$ cat src/pqa_map.svh
`ifndef PQA_MAP_SVH
`define PQA_MAP_SVH
// What this block does
// - flag invalid channel on first preamble error
// - both preamble flags readable in status registers
// - invalid preamble raises an interrupt event
// - invalid flag blanked sixteen bits after enable
// - transmit request without new data resends packet
// - resend only for packets held whole
// - automatic transmit starts at almost full level
// - automatic transmit returns idle when empty
// - channel filter selectable 620 to 2.6 kHz
// - modem settings come from registers 1C and 20-25
// - preamble threshold counts in four-bit units
// - after false detect, preamble search resumes
`define PQA_ADDR_STAT1     8'h03
`define PQA_ADDR_STAT2     8'h04
`define PQA_ADDR_MASK1     8'h05
`define PQA_ADDR_MASK2     8'h06
`define PQA_ADDR_OPCTL1    8'h07
`define PQA_ADDR_FILT      8'h1C
`define PQA_ADDR_MODEM_LO  8'h20
`define PQA_ADDR_MODEM_HI  8'h25
`define PQA_ADDR_PTHR      8'h35
`define PQA_ADDR_RATE_HI   8'h6E
`define PQA_ADDR_RATE_LO   8'h6F
`define PQA_ADDR_AFULL     8'h7C
`define PQA_ADDR_FIFO      8'h7F
`define PQA_ADDR_OPCTL2    8'h80
`define PQA_BIT_TXDONE     0
`define PQA_BIT_TXSTART    1
`define PQA_BIT_INVALID    0
`define PQA_BIT_VALID      1
`define PQA_BIT_RXON       0
`define PQA_BIT_TXREQ      1
`define PQA_BIT_TXCLR      0
`define PQA_BIT_AUTOTX     3
`define PQA_FIFO_FULL      7'h40
`define PQA_BLANK_TB       5'h10
`define PQA_RST_ZERO       8'h00
`define PQA_RST_RATE       16'h0400
`define PQA_RST_AFULL      7'h37
`define PQA_RST_PTHR       8'h20
`endif

$ cat src/pqa_pkg.sv
package pqa_pkg;
    typedef enum logic {PQA_IDLE, PQA_TX} pqa_txst_t;
    typedef struct packed {
        logic [7:0] addr;
        logic [7:0] wrData;
        logic       wr;
        logic       rd;
    } pqa_bus_t;
    typedef struct packed {
        logic        decimateByThreeSkip;
        logic [2:0]  decimationExponent;
        logic [3:0]  filterSetSelect;
        logic [10:0] oversamplingRatio;
        logic [19:0] ncoOffset;
        logic [10:0] clockRecoveryGain;
    } pqa_modem_t;
    typedef struct packed {
        logic       rxOnPrev;
        logic [4:0] blankCnt;
        logic [7:0] runCnt;
        logic       lastBit;
        logic       found;
        logic       validPulse;
        logic       invalidPulse;
    } pqa_pre_t;
    typedef struct packed {
        logic [63:0][7:0] mem;
        logic [6:0]       wrPtr;
        logic [6:0]       rdPtr;
        logic [6:0]       startPtr;
        logic             newLoaded;
        logic             canResend;
        pqa_txst_t        txSt;
        logic [7:0]       shift;
        logic [2:0]       bitIdx;
        logic [15:0]      bitCnt;
        logic             bitTick;
        logic [2:0]       sync;
        logic             rxLevel;
        logic [7:0]       stat1;
        logic [7:0]       stat2;
        logic [7:0]       mask1;
        logic [7:0]       mask2;
        logic [7:0]       opctl1;
        logic [7:0]       opctl2;
        logic [7:0]       filt;
        logic [5:0][7:0]  modemRegs;
        logic [7:0]       pthr;
        logic [15:0]      rate;
        logic [6:0]       afull;
        logic [7:0]       rdData;
        logic             irq;
        logic             txPin;
        logic             txEnable;
    } pqa_top_t;
endpackage

$ cat src/pqa_auto_tx_framer.sv
`timescale 1ns/100ps
`include "pqa_map.svh"
module pqa_auto_tx_framer
    import pqa_pkg::*;
(
    // clock and reset
    input  wire logic        clock,
    input  wire logic        rst_b,
    // register port
    input  wire pqa_bus_t    bus,
    output logic [7:0]       rdData,
    // air side
    input  wire logic        rxPin,
    output logic             txPin,
    output logic             txEnable,
    // modem settings
    output pqa_modem_t       modem,
    // interrupt
    output logic             irq
);
    pqa_top_t   s;
    pqa_top_t   next_s;
    logic       validPulse;
    logic       invalidPulse;
    logic [6:0] fill;

    function automatic logic isModem(input logic [7:0] a);
        isModem = (a >= `PQA_ADDR_MODEM_LO) && (a <= `PQA_ADDR_MODEM_HI);
    endfunction

    pqa_preamble_qualifier u_qualifier (
        .clock        (clock),
        .rst_b        (rst_b),
        .bitTick      (s.bitTick),
        .rxLevel      (s.rxLevel),
        .rxOn         (s.opctl1[`PQA_BIT_RXON]),
        .threshold    (s.pthr[7:3]),
        .validPulse   (validPulse),
        .invalidPulse (invalidPulse)
    );

    assign fill = 7'(s.wrPtr - s.rdPtr);

    always_comb
    begin
        next_s = s;
        next_s.rdData = 8'h00;
        next_s.bitTick = 1'b0;

        // receive pin: three stages, change taken when last two agree
        next_s.sync = {s.sync[1:0], rxPin};
        if (s.sync[1] == s.sync[2])
            next_s.rxLevel = s.sync[2];

        // bit time from the programmed rate, in clock cycles per bit
        if (s.bitCnt == 16'h0000)
        begin
            next_s.bitTick = 1'b1;
            next_s.bitCnt = (s.rate > 16'h0001) ?
                16'(s.rate - 16'h0001) : 16'h0000;
        end
        else
        begin
            next_s.bitCnt = 16'(s.bitCnt - 16'h0001);
        end

        // register writes
        if (bus.wr)
        begin
            case (bus.addr)
                `PQA_ADDR_MASK1:
                    next_s.mask1 = bus.wrData;
                `PQA_ADDR_MASK2:
                    next_s.mask2 = bus.wrData;
                `PQA_ADDR_OPCTL1:
                    next_s.opctl1 = bus.wrData;
                `PQA_ADDR_OPCTL2:
                begin
                    next_s.opctl2 = bus.wrData;
                    next_s.opctl2[`PQA_BIT_TXCLR] = 1'b0;
                    if (bus.wrData[`PQA_BIT_TXCLR])
                    begin
                        next_s.wrPtr = 7'h00;
                        next_s.rdPtr = 7'h00;
                        next_s.startPtr = 7'h00;
                        next_s.newLoaded = 1'b0;
                        next_s.canResend = 1'b0;
                    end
                end
                `PQA_ADDR_FILT:
                    next_s.filt = bus.wrData;
                `PQA_ADDR_PTHR:
                    next_s.pthr = bus.wrData;
                `PQA_ADDR_RATE_HI:
                    next_s.rate[15:8] = bus.wrData;
                `PQA_ADDR_RATE_LO:
                    next_s.rate[7:0] = bus.wrData;
                `PQA_ADDR_AFULL:
                    next_s.afull = bus.wrData[6:0];
                `PQA_ADDR_FIFO:
                begin
                    // writes to a full FIFO are dropped
                    if (fill != `PQA_FIFO_FULL)
                    begin
                        next_s.mem[s.wrPtr[5:0]] = bus.wrData;
                        next_s.wrPtr = 7'(s.wrPtr + 7'h01);
                        next_s.newLoaded = 1'b1;
                        // streamed packet no longer held whole
                        if (s.txSt == PQA_TX)
                            next_s.canResend = 1'b0;
                    end
                end
                default:
                begin
                    if (isModem(bus.addr))
                        next_s.modemRegs[3'(bus.addr -
                            `PQA_ADDR_MODEM_LO)] = bus.wrData;
                end
            endcase
        end

        // register reads, data shown in the following cycle
        if (bus.rd)
        begin
            case (bus.addr)
                `PQA_ADDR_STAT1:
                begin
                    next_s.rdData = s.stat1;
                    next_s.stat1 = 8'h00;
                end
                `PQA_ADDR_STAT2:
                begin
                    next_s.rdData = s.stat2;
                    next_s.stat2 = 8'h00;
                end
                `PQA_ADDR_MASK1:
                    next_s.rdData = s.mask1;
                `PQA_ADDR_MASK2:
                    next_s.rdData = s.mask2;
                `PQA_ADDR_OPCTL1:
                    next_s.rdData = s.opctl1;
                `PQA_ADDR_OPCTL2:
                    next_s.rdData = s.opctl2;
                `PQA_ADDR_FILT:
                    next_s.rdData = s.filt;
                `PQA_ADDR_PTHR:
                    next_s.rdData = s.pthr;
                `PQA_ADDR_RATE_HI:
                    next_s.rdData = s.rate[15:8];
                `PQA_ADDR_RATE_LO:
                    next_s.rdData = s.rate[7:0];
                `PQA_ADDR_AFULL:
                    next_s.rdData = {1'b0, s.afull};
                default:
                begin
                    if (isModem(bus.addr))
                        next_s.rdData = s.modemRegs[3'(bus.addr -
                            `PQA_ADDR_MODEM_LO)];
                end
            endcase
        end

        // detector events, set wins over the read clear
        if (invalidPulse)
            next_s.stat2[`PQA_BIT_INVALID] = 1'b1;
        if (validPulse)
            next_s.stat2[`PQA_BIT_VALID] = 1'b1;

        // transmit sequencer
        case (s.txSt)
            PQA_IDLE:
            begin
                if (s.opctl1[`PQA_BIT_TXREQ] ||
                    (s.opctl2[`PQA_BIT_AUTOTX] && fill >= s.afull))
                begin
                    next_s.txSt = PQA_TX;
                    next_s.txEnable = 1'b1;
                    next_s.bitIdx = 3'h0;
                    next_s.stat1[`PQA_BIT_TXSTART] = 1'b1;
                    if (s.opctl1[`PQA_BIT_TXREQ] && !s.newLoaded &&
                        s.canResend)
                        next_s.rdPtr = s.startPtr;
                    else
                        next_s.startPtr = s.rdPtr;
                    next_s.newLoaded = 1'b0;
                    next_s.canResend = 1'b1;
                end
            end
            PQA_TX:
            begin
                if (s.bitTick)
                begin
                    if (s.bitIdx != 3'h0)
                    begin
                        next_s.txPin = s.shift[7];
                        next_s.shift = {s.shift[6:0], 1'b0};
                        next_s.bitIdx = 3'(s.bitIdx - 3'h1);
                    end
                    else if (s.rdPtr == s.wrPtr)
                    begin
                        // FIFO drained: back to idle
                        next_s.txSt = PQA_IDLE;
                        next_s.txEnable = 1'b0;
                        next_s.txPin = 1'b0;
                        next_s.opctl1[`PQA_BIT_TXREQ] = 1'b0;
                        next_s.stat1[`PQA_BIT_TXDONE] = 1'b1;
                    end
                    else
                    begin
                        next_s.txPin = s.mem[s.rdPtr[5:0]][7];
                        next_s.shift = {s.mem[s.rdPtr[5:0]][6:0], 1'b0};
                        next_s.rdPtr = 7'(s.rdPtr + 7'h01);
                        next_s.bitIdx = 3'h7;
                    end
                end
            end
            default:
                next_s.txSt = PQA_IDLE;
        endcase

        next_s.irq = |((next_s.stat1 & next_s.mask1) |
                       (next_s.stat2 & next_s.mask2));
    end

    always_ff @(posedge clock or negedge rst_b)
    begin
        if (!rst_b)
        begin
            s <= '0;
            s.rate <= `PQA_RST_RATE;
            s.afull <= `PQA_RST_AFULL;
            s.pthr <= `PQA_RST_PTHR;
            s.opctl2 <= `PQA_RST_ZERO;
        end
        else
        begin
            s <= next_s;
        end
    end

    assign rdData = s.rdData;
    assign txPin = s.txPin;
    assign txEnable = s.txEnable;
    assign irq = s.irq;
    // modem fields straight from the setting registers
    assign modem = {s.filt,
                    s.modemRegs[1][7:5], s.modemRegs[0],
                    s.modemRegs[1][3:0], s.modemRegs[2], s.modemRegs[3],
                    s.modemRegs[4][2:0], s.modemRegs[5]};
endmodule // pqa_auto_tx_framer

$ cat src/pqa_preamble_qualifier.sv
`timescale 1ns/100ps
`include "pqa_map.svh"
module pqa_preamble_qualifier
    import pqa_pkg::*;
(
    // clock and reset
    input  wire logic       clock,
    input  wire logic       rst_b,
    // bit stream
    input  wire logic       bitTick,
    input  wire logic       rxLevel,
    input  wire logic       rxOn,
    input  wire logic [4:0] threshold,
    // detector events
    output logic            validPulse,
    output logic            invalidPulse
);
    pqa_pre_t s;
    pqa_pre_t next_s;
    logic [4:0] onTicks;

    always_comb
    begin
        next_s = s;
        next_s.validPulse = 1'b0;
        next_s.invalidPulse = 1'b0;
        next_s.rxOnPrev = rxOn;
        if (!rxOn)
        begin
            next_s.blankCnt = 5'h00;
            next_s.runCnt = 8'h00;
            next_s.found = 1'b0;
        end
        else if (!s.rxOnPrev)
        begin
            next_s.blankCnt = `PQA_BLANK_TB;
            next_s.runCnt = 8'h00;
            next_s.found = 1'b0;
        end
        else if (bitTick)
        begin
            next_s.lastBit = rxLevel;
            if (s.blankCnt != 5'h00)
                next_s.blankCnt = 5'(s.blankCnt - 5'h01);
            else if (rxLevel == s.lastBit)
            begin
                // broken alternation: restart the search
                next_s.runCnt = 8'h00;
                next_s.found = 1'b0;
                next_s.invalidPulse = !s.found;
            end
            else
            begin
                if (s.runCnt != 8'hFF)
                    next_s.runCnt = 8'(s.runCnt + 8'h01);
                if (!s.found && 8'(s.runCnt + 8'h01) >=
                    {1'b0, threshold, 2'b00})
                begin
                    next_s.found = 1'b1;
                    next_s.validPulse = 1'b1;
                end
            end
        end
    end

    always_ff @(posedge clock or negedge rst_b)
    begin
        if (!rst_b)
            s <= '0;
        else
            s <= next_s;
    end

    assign validPulse = s.validPulse;
    assign invalidPulse = s.invalidPulse;

    // bit ticks seen since receive was enabled, for checking only
    always_ff @(posedge clock or negedge rst_b)
    begin
        if (!rst_b)
            onTicks <= 5'h00;
        else if (!rxOn)
            onTicks <= 5'h00;
        else if (bitTick && onTicks != 5'h1F)
            onTicks <= 5'(onTicks + 5'h01);
    end
endmodule // pqa_preamble_qualifier

$ cat config.mk
export PLATFORM = sky130hd
export DESIGN_NAME = pqa_auto_tx_framer
export DESIGN_NICKNAME = d
export VERILOG_FILES = /design/src/pqa_pkg.sv /design/src/pqa_auto_tx_framer.sv /design/src/pqa_preamble_qualifier.sv
export VERILOG_INCLUDE_DIRS = /design/src
export SDC_FILE = /design/constraint.sdc
export NUM_CORES = 1
export LEC_CHECK = 0
export ABC_CLOCK_PERIOD_IN_PS = 5900
export BUFFER_PORTS_ARGS = -buffer_cell sky130_fd_sc_hd__buf_4
export CORE_MARGIN = 3
export CORE_UTILIZATION = 35
export CTS_CLUSTER_DIAMETER = 150
export DETAILED_ROUTE_END_ITERATION = 16
export PLACE_DENSITY = 0.62
export SLEW_MARGIN = 20
export SYNTH_ARGS = -nofsm -noshare
export SYNTH_HDL_FRONTEND = slang
export SYNTH_SLANG_ARGS = --single-unit
$ cat constraint.sdc
create_clock -name clock -period 5.9 [get_ports clock]
set_clock_uncertainty 0.1 [all_clocks]
set_input_delay 0 -clock clock [delete_from_list [all_inputs] [get_ports clock]]
set_output_delay 0 -clock clock [all_outputs]
set_load 0.02 [all_outputs]
==> out/qor.yml, run 1 <==
dp.cells: 3886
sequential_area_share_after_synthesis: 0.515
cellLeakagePower_nw: 18.6
r2r_slack_ns: 1.46
post_cts.repair.setup_buffers: 0
postSynthAreaPerCell_um2: 13.5
yosys_warnings: 0
worstMarginPinSlew_ns: 1.16
cts_buffers: 77
filler_cell_count: 9401
fin_ws_ns: 1.46
rr_worst_depth: 11
routed_wl_met2_mm: 44.2
yosys.cell_types.count: 82
timing_hold_violations_final: 0
drt-initial-drc-count: 1888
design.final.nets: 2682
gp_congestion: 0.838
ys_ff_latch: 730
sequential_cell_area_mm2: 0.0183
place.port_buffers: 81
period_share: 0.753
tns_ns: 0
slew_headroom: 0.228
worst_endpoint_data_arrival_time_ns: 4.86
fin_crit_ns: 4.44
tritoncts: "yes"
detail-route-antenna-nets: 0
final_layout_size_suffix_gt1_frac: 0.391
final-max-slew-violation-count: 0
grt.total_usage: 0.179
clk_transition_reported_paths_ns: 0.06
vdd_drop_max_v: 0.000214
multiInputGateArea_mm2: 0.0159
type_of_destination_of_the_critical_path: "register"
worst_ep_required_time_ns: 6.32
cts.sink_count: 730
totalWireLength_mm: 93.9
dominantRegCellSynth: "sky130_fd_sc_hd__dfrtp_1"
critPathKind: "reg -> reg"
powerDensity_mw_per_mm2: 325
worst_slack_after_detailed_placement_ns: 1.54
clk_path_buf_depth: 3
synth-edff-count: 0
max_clock_freq_mhz: 225
drt-pass1-iter-count: 8
wl_per_cell_um: 23.2
number_of_standard_cells_in_the_final_layout_excluding_fillers: 4046
grt_antenna_before_repair: 3
synth_cells: 2632
async_set_or_reset_register_ratio_after_synthesis: 1.00
worstHoldPathType: "in -> async"
cts_max_level: 3
worstSkewPairLatency_ns: 0.64
overflow: 0
synth.net_count: 2684
global_route_wire_length_before_repair_mm: 144
run_status: "completed"
antenna_fix_cells: 0
initial_utilization: 0.354
drv.max_cap_violation_count: 0
setup_crit_start_kind: "register"
clock_tree_root_buffer_cell: "sky130_fd_sc_hd__clkbuf_16"
worstPathMaxFanout: 30
source_of_the_worst_register_to_register_timing_path: "s[188]"
io_pins: 82
floorplan.core_area_mm2: 0.100
grt_max_degree: 178
die_y_um: 324
synth_area_mm2: 0.0355
vias_per_cell: 5.51
m1WireLength_mm: 42.8
number_of_global_route_vias_before_repair: 22630
floorplan.die_area_mm2: 0.105
hpwlAfterDp_mm: 60.1
grt_setup_unrepaired: "false"
layout-area-overhead-vs-synth_pct: 12.8
r2r-end: "s[537]"
met3_length_mm: 5.00
highest-signal-layer: "met4"
floorplan.die.width_um: 324
dr_total_vias: 22309
drc: 0
rows: 116
report.final.setup_viol: 0
==> cells by family (layout without fill, tap and decap cells) <==
| group | after synthesis | after routing | synth area share |
|---|---|---|---|
| adders and majority gates | 32 | 32 | 0.0114 |
| buffers and inverters | 275 | 332 | 0.0367 |
| muxes | 826 | 826 | 0.288 |
| DFF | 730 | 730 | 0.515 |
| xor gates and xnor gates | 42 | 42 | 0.0104 |
| and+or+nand+nor | 435 | 435 | 0.0788 |
| AOI/OAI and AO/OA | 292 | 292 | 0.0587 |
==> Yosys cell counts, types with 7 or more instances <==
cell type,count,area [um2]
sky130_fd_sc_hd__nand2_1,92,345
sky130_fd_sc_hd__mux4_2,93,2090
sky130_fd_sc_hd__and3_1,13,81.3
sky130_fd_sc_hd__dfrtp_1,723,18100
sky130_fd_sc_hd__a222oi_1,13,130
sky130_fd_sc_hd__nor2_1,76,285
sky130_fd_sc_hd__buf_1,25,93.8
sky130_fd_sc_hd__a22oi_1,25,188
sky130_fd_sc_hd__a21o_1,8,60.1
sky130_fd_sc_hd__a221oi_1,18,158
sky130_fd_sc_hd__mux2i_1,96,961
sky130_fd_sc_hd__o21ai_0,36,180
sky130_fd_sc_hd__o221ai_1,24,210
sky130_fd_sc_hd__nand4_1,13,81.3
sky130_fd_sc_hd__dfstp_2,7,184
sky130_fd_sc_hd__a31oi_1,14,87.6
sky130_fd_sc_hd__nand3b_1,14,105
sky130_fd_sc_hd__nor2b_1,12,75.1
sky130_fd_sc_hd__and2_1,19,119
sky130_fd_sc_hd__a21oi_1,46,230
sky130_fd_sc_hd__nor3_1,42,210
sky130_fd_sc_hd__buf_4,61,458
sky130_fd_sc_hd__mux2_2,637,7170
sky130_fd_sc_hd__buf_2,15,75.1
sky130_fd_sc_hd__a22o_1,11,96.3
sky130_fd_sc_hd__inv_1,41,154
sky130_fd_sc_hd__o22ai_1,40,250
sky130_fd_sc_hd__nand2b_1,9,56.3
sky130_fd_sc_hd__clkbuf_1,125,469
sky130_fd_sc_hd__nor4_1,9,56.3
sky130_fd_sc_hd__nor4_4,31,659
sky130_fd_sc_hd__or3_1,7,43.8
sky130_fd_sc_hd__nor3b_1,9,67.6
sky130_fd_sc_hd__xor2_1,13,114
sky130_fd_sc_hd__nand3_1,54,270
sky130_fd_sc_hd__xnor2_1,29,254
sky130_fd_sc_hd__ha_1,30,375
sky130_fd_sc_hd__a211oi_1,15,113
==> registers in the layout, indices dropped and copies added, names as in the netlist <==
signal,flops
txPin,1
rdData,8
txEnable,1
irq,1
s,649
u_qualifier.invalidPulse,1
next_s,2
modem,50
u_qualifier.s,16
u_qualifier.validPulse,1
==> critical path, stage by stage, from the launching register on <==
cell and delay [ns]:
sky130_fd_sc_hd__dfrtp_4 0.71, sky130_fd_sc_hd__ha_1 0.24, sky130_fd_sc_hd__inv_1 0.05, sky130_fd_sc_hd__fa_1 0.42
sky130_fd_sc_hd__a21o_1 0.19, sky130_fd_sc_hd__a21oi_1 0.18, sky130_fd_sc_hd__xnor2_1 0.12, sky130_fd_sc_hd__a2111oi_0 0.82
sky130_fd_sc_hd__and3_4 0.55, sky130_fd_sc_hd__buf_12 0.36, sky130_fd_sc_hd__nor4_2 0.20, sky130_fd_sc_hd__mux2_2 0.35
==> cells in the final DEF, fill, tap and decap left out, types with 41 or more instances in the layout <==
master                        n
sky130_fd_sc_hd__nand3_1     54
sky130_fd_sc_hd__buf_4      121
sky130_fd_sc_hd__clkbuf_16   80
sky130_fd_sc_hd__mux2i_1     96
sky130_fd_sc_hd__nor2_1      76
sky130_fd_sc_hd__mux4_2      93
sky130_fd_sc_hd__dfrtp_1    721
sky130_fd_sc_hd__nand2_1     91
sky130_fd_sc_hd__a21oi_1     46
sky130_fd_sc_hd__inv_1       41
sky130_fd_sc_hd__mux2_2     637
==> cell type report <==
class,instances,area share
multi-input combinational,1627,0.398
timing repair buffer,148,0.0310
sequential,730,0.457
clock buffer,110,0.0563
inverter,46,0.00432
tap,1357,0.0424
clock inverter,28,0.0109
==> metrics by stage <==
stage / total power, mW / hold WS (ns) / util / cell area [um2]
floorplan: 7.06 / -0.396 / - / 35500
global placement: 7.89 / -0.00285 / 0.369 / 37000
detailed placement: 7.90 / -0.0112 / 0.370 / 37100
CTS: 13.1 / 0.0161 / 0.399 / 40000
global route: 13.5 / 0.0457 / 0.399 / 40000
finish: 13.0 / 0.00308 / 0.399 / 40000
==> layer usage <==
layer,global-route usage,vias up
li1,-,9777
met1,0.251,11782
met2,0.289,622
met3,0.0306,128
met4,0.0439,0
met5,0,-
==> repair_timing <==
item / CTS / global route
setup endpoints to repair: 0 / 0
hold endpoints to repair: 382 / 0
resized for setup: 0 / 0
hold buffers: 22 / 0
==> report_power, final <==
| part | leakage (nW) | total, mW | switching [mW] | internal (mW) |
|---|---|---|---|---|
| registers | 10.1 | 5.38 | 0.204 | 5.17 |
| clock network | 1.32 | 5.16 | 2.05 | 3.11 |
| logic | 7.24 | 2.45 | 1.58 | 0.874 |
| total | 18.6 | 13.0 | 3.83 | 9.15 |
==> how the worst max path moves through the flow <==
stage / to / slack [ns] / cells past startpoint / startpoint
after floorplan: s[185] / 1.70 / 16 / s[190]
after global routing: s[387] / 1.19 / 11 / s[188]
after global placement: s[220] / 1.63 / 10 / s[188]
after CTS: s[376] / 1.52 / 11 / s[188]
after detailed placement: s[532] / 1.54 / 11 / s[188]
final: s[537] / 1.46 / 11 / s[188]
Note: power is estimated with default switching activity, not from simulation.
==> run 2, diff against run 1 <==
ABC_CLOCK_PERIOD_IN_PS = 3800   (was 5900)
PLACE_DENSITY = 0.63   (was 0.62)
clock period = 3.8 ns   (was 5.9 ns; I/O delays follow)
==> run 2 against run 1 <==
Compared with the run above: highest routed layer unchanged; flip-flop and latch count did not move; power rose by 56%; largest cell class unchanged; global-route usage rose by 0.10 points; largest power group unchanged; clock-buffer cell count rose by 1; non-clock buffer count rose by 89; die area did not move.
==> out/qor.yml, run 2 (same netlist as run 1, synthesis figures left out) <==
cts_max_level: 3  # unchanged
global_route_wire_length_before_repair_mm: 145  # was 144 mm
switching_share: 0.304  # was 0.295
drt-initial-drc-count: 1679  # was 1888
power.internal_mw: 14.1  # was 9.15 mW
layout-area-overhead-vs-synth_pct: 15.0  # was 12.8%
run_status: "completed"  # unchanged
final_design_area_no_fill_mm2: 0.0408  # was 0.0400 mm2
chain_of_cells_forming_the_critical_path: "ha_1, inv_1, fa_1, a21o_1, a21oi_1, xnor2_1, a2111oi_0, buf_4, and3_4, buf_4, nand2_1, a31oi_1, dlygate4sd3_1"  # was ha_1, inv_1, fa_1, a21o_1, a21oi_1, xnor2_1, a2111oi_0, and3_4, buf_12, nor4_2, mux2_2
final_cell_mix: "sky130_fd_sc_hd__dfrtp_1 (721), sky130_fd_sc_hd__mux2_2 (637), sky130_fd_sc_hd__buf_4 (203)"  # was sky130_fd_sc_hd__dfrtp_1 (721), sky130_fd_sc_hd__mux2_2 (637), sky130_fd_sc_hd__buf_4 (121)
grt_max_degree: 87  # was 178
worst_endpoint_data_arrival_time_ns: 4.14  # was 4.86 ns
vias_per_cell: 5.43  # was 5.51
worstPathMaxFanout: 12  # was 30
floorplan.core_area_mm2: 0.100  # unchanged
clock_tree_root_buffer_cell: "sky130_fd_sc_hd__clkbuf_16"  # unchanged
clk_transition_reported_paths_ns: 0.06  # about the same
worst_ep_required_time_ns: 4.29  # was 6.32 ns
clk_path_buf_depth: 3  # unchanged
part_of_the_power_in_the_clock_network: 0.390  # was 0.397
grt_antenna_before_repair: 0  # was 3
source_of_the_worst_register_to_register_timing_path: "s[188]"  # unchanged
final_layout_size_suffix_gt1_frac: 0.412  # was 0.391
die_y_um: 324  # unchanged
floorplan.die_area_mm2: 0.105  # unchanged
critical_path.most_common_cell: "sky130_fd_sc_hd__buf_4"
antenna_fix_cells: 0  # unchanged
dr_total_vias: 22473  # was 22309
worstSkewPairLatency_ns: 0.65  # was 0.64 ns
dp.cells: 3973  # was 3886
sequentialPowerShare: 0.408  # was 0.414
r2r_slack_ns: 0.16  # was 1.46 ns
timing.critical_path.slowest_cell_delay_ns: 0.56  # was 0.82 ns
powerDensity_mw_per_mm2: 498  # was 325 mW/mm2
totalWireLength_mm: 94.2  # was 93.9 mm
fin_util: 0.407  # was 0.399
placedInstanceArea_mm2: 0.0378  # was 0.0371 mm2
tritoncts: "yes"  # unchanged
critPathKind: "reg -> reg"  # unchanged
largest_register: "s"  # unchanged
cts_buffers: 80  # was 77
overflow: 0  # unchanged
type_of_destination_of_the_critical_path: "register"  # unchanged
report.final.setup_viol: 0  # unchanged
wl_per_cell_um: 22.7  # was 23.2 um
filler_cell_count: 9383  # was 9401
drt-pass1-iter-count: 9  # was 8
gp_congestion: 0.855  # was 0.838
final-max-slew-violation-count: 0  # unchanged
worstHoldPathType: "in -> async"  # unchanged
design.final.nets: 2774  # was 2682
timing_hold_violations_final: 0  # unchanged
number_of_global_route_vias_before_repair: 23080  # was 22630
largest_register_ffs: 649  # unchanged
cellLeakagePower_nw: 19.1  # was 18.6 nW
grt.total_usage: 0.180  # was 0.179
tns_ns: 0  # unchanged
power.combinational.fraction: 0.202  # was 0.189
hpwlAfterDp_mm: 60.2  # was 60.1 mm
rows: 116  # unchanged
switchingPower_mw: 6.16  # was 3.83 mW
fin_crit_ns: 3.64  # was 4.44 ns
floorplan.die.width_um: 324  # unchanged
max_clock_freq_mhz: 274  # was 225 MHz
drc: 0  # unchanged
vdd_drop_max_v: 0.000396  # was 0.000214 V
period_share: 0.959  # was 0.753
rr_worst_depth: 13  # was 11
worstMarginPinSlew_ns: 1.08  # was 1.16 ns
drv.max_cap_violation_count: 0  # unchanged
number_of_standard_cells_in_the_final_layout_excluding_fillers: 4141  # was 4046
io_pins: 82  # unchanged
setup_crit_start_kind: "register"  # unchanged
cts.sink_count: 730  # unchanged
layout.cells.most_common: "sky130_fd_sc_hd__dfrtp_1"  # unchanged
grt_setup_unrepaired: "false"  # unchanged
detail-route-antenna-nets: 0  # unchanged
slowest_stage: "sky130_fd_sc_hd__dlygate4sd3_1"  # was sky130_fd_sc_hd__a2111oi_0
holdWs_ns: 0.0542  # was 0.00308 ns
r2r-end: "s[195]"  # was s[537]
slew_headroom: 0.280  # was 0.228
initial_utilization: 0.354  # unchanged
place.port_buffers: 81  # unchanged
-- run 2: per-stage QoR --
step | power [mW] | setup slack, ns
floorplan | 11.0 | 0.0166
global placement | 12.5 | 0.121
detailed placement | 12.5 | 0.108
CTS | 20.5 | 0.0960
global route | 21.1 | 0.0135
finish | 20.3 | 0.156
-- run 2: power by group through the flow --
stage                     registers [mW]  logic (mW)  clock network, mW
final                               8.28        4.09               7.93
after floorplan                     8.32        2.67                  0
after global placement              8.41        4.06                  0
after global routing                8.30        4.41               8.43
after detailed placement            8.41        4.07                  0
after CTS                           8.27        4.10               8.12
-- run 2: area by class of cell --
cell class / count / area (um2) / share of cell area
Sequential cell: 730 / 18300 / 0.448
Timing Repair Buffer: 237 / 2020 / 0.0495
Inverter: 46 / 173 / 0.00423
Clock inverter: 33 / 414 / 0.0102
Clock buffer: 111 / 2270 / 0.0556
Tap cell: 1357 / 1700 / 0.0416
Multi-Input combinational cell: 1627 / 15900 / 0.390
-- run 2: what timing repair did --
item / CTS / global route
endpoints found under the hold margin: 780 / 0
setup buffers: 0 / 4
gates resized for setup: 0 / 1
hold buffers: 20 / 0
endpoints found under the setup margin: 0 / 8
-- run 2: how the worst max path moves through the flow --
stage,startpoint,end,slack (ns),depth (start not counted)
2_1_floorplan,s[191],s[394],0.02,12
3_3_place_gp,s[189],s[183],0.12,14
3_5_place_dp,s[189],s[185],0.11,14
4_1_cts,s[189],s[183],0.1,14
5_1_grt,s[188],s[195],0.01,13
6_report,s[188],s[195],0.16,13
-- run 2: layer usage --
layer / up-vias / global-route usage / share of wire
li1: 9939 / - / -
met1: 11812 / 0.253 / 0.47
met2: 574 / 0.284 / 0.46
met3: 148 / 0.0317 / 0.049
met4: 0 / 0.0523 / 0.026
met5: - / 0 / 0
-- run 2: critical path: cells and delay by family, from the launching register on --
family | cells | cell delay, ns
DFF | 1 | 0.46
AOI/OAI and AO/OA | 4 | 0.93
adders and majority gates | 2 | 0.60
xor gates and xnor gates | 1 | 0.12
buffers and inverters | 4 | 1.05
and+or+nand+nor | 2 | 0.33
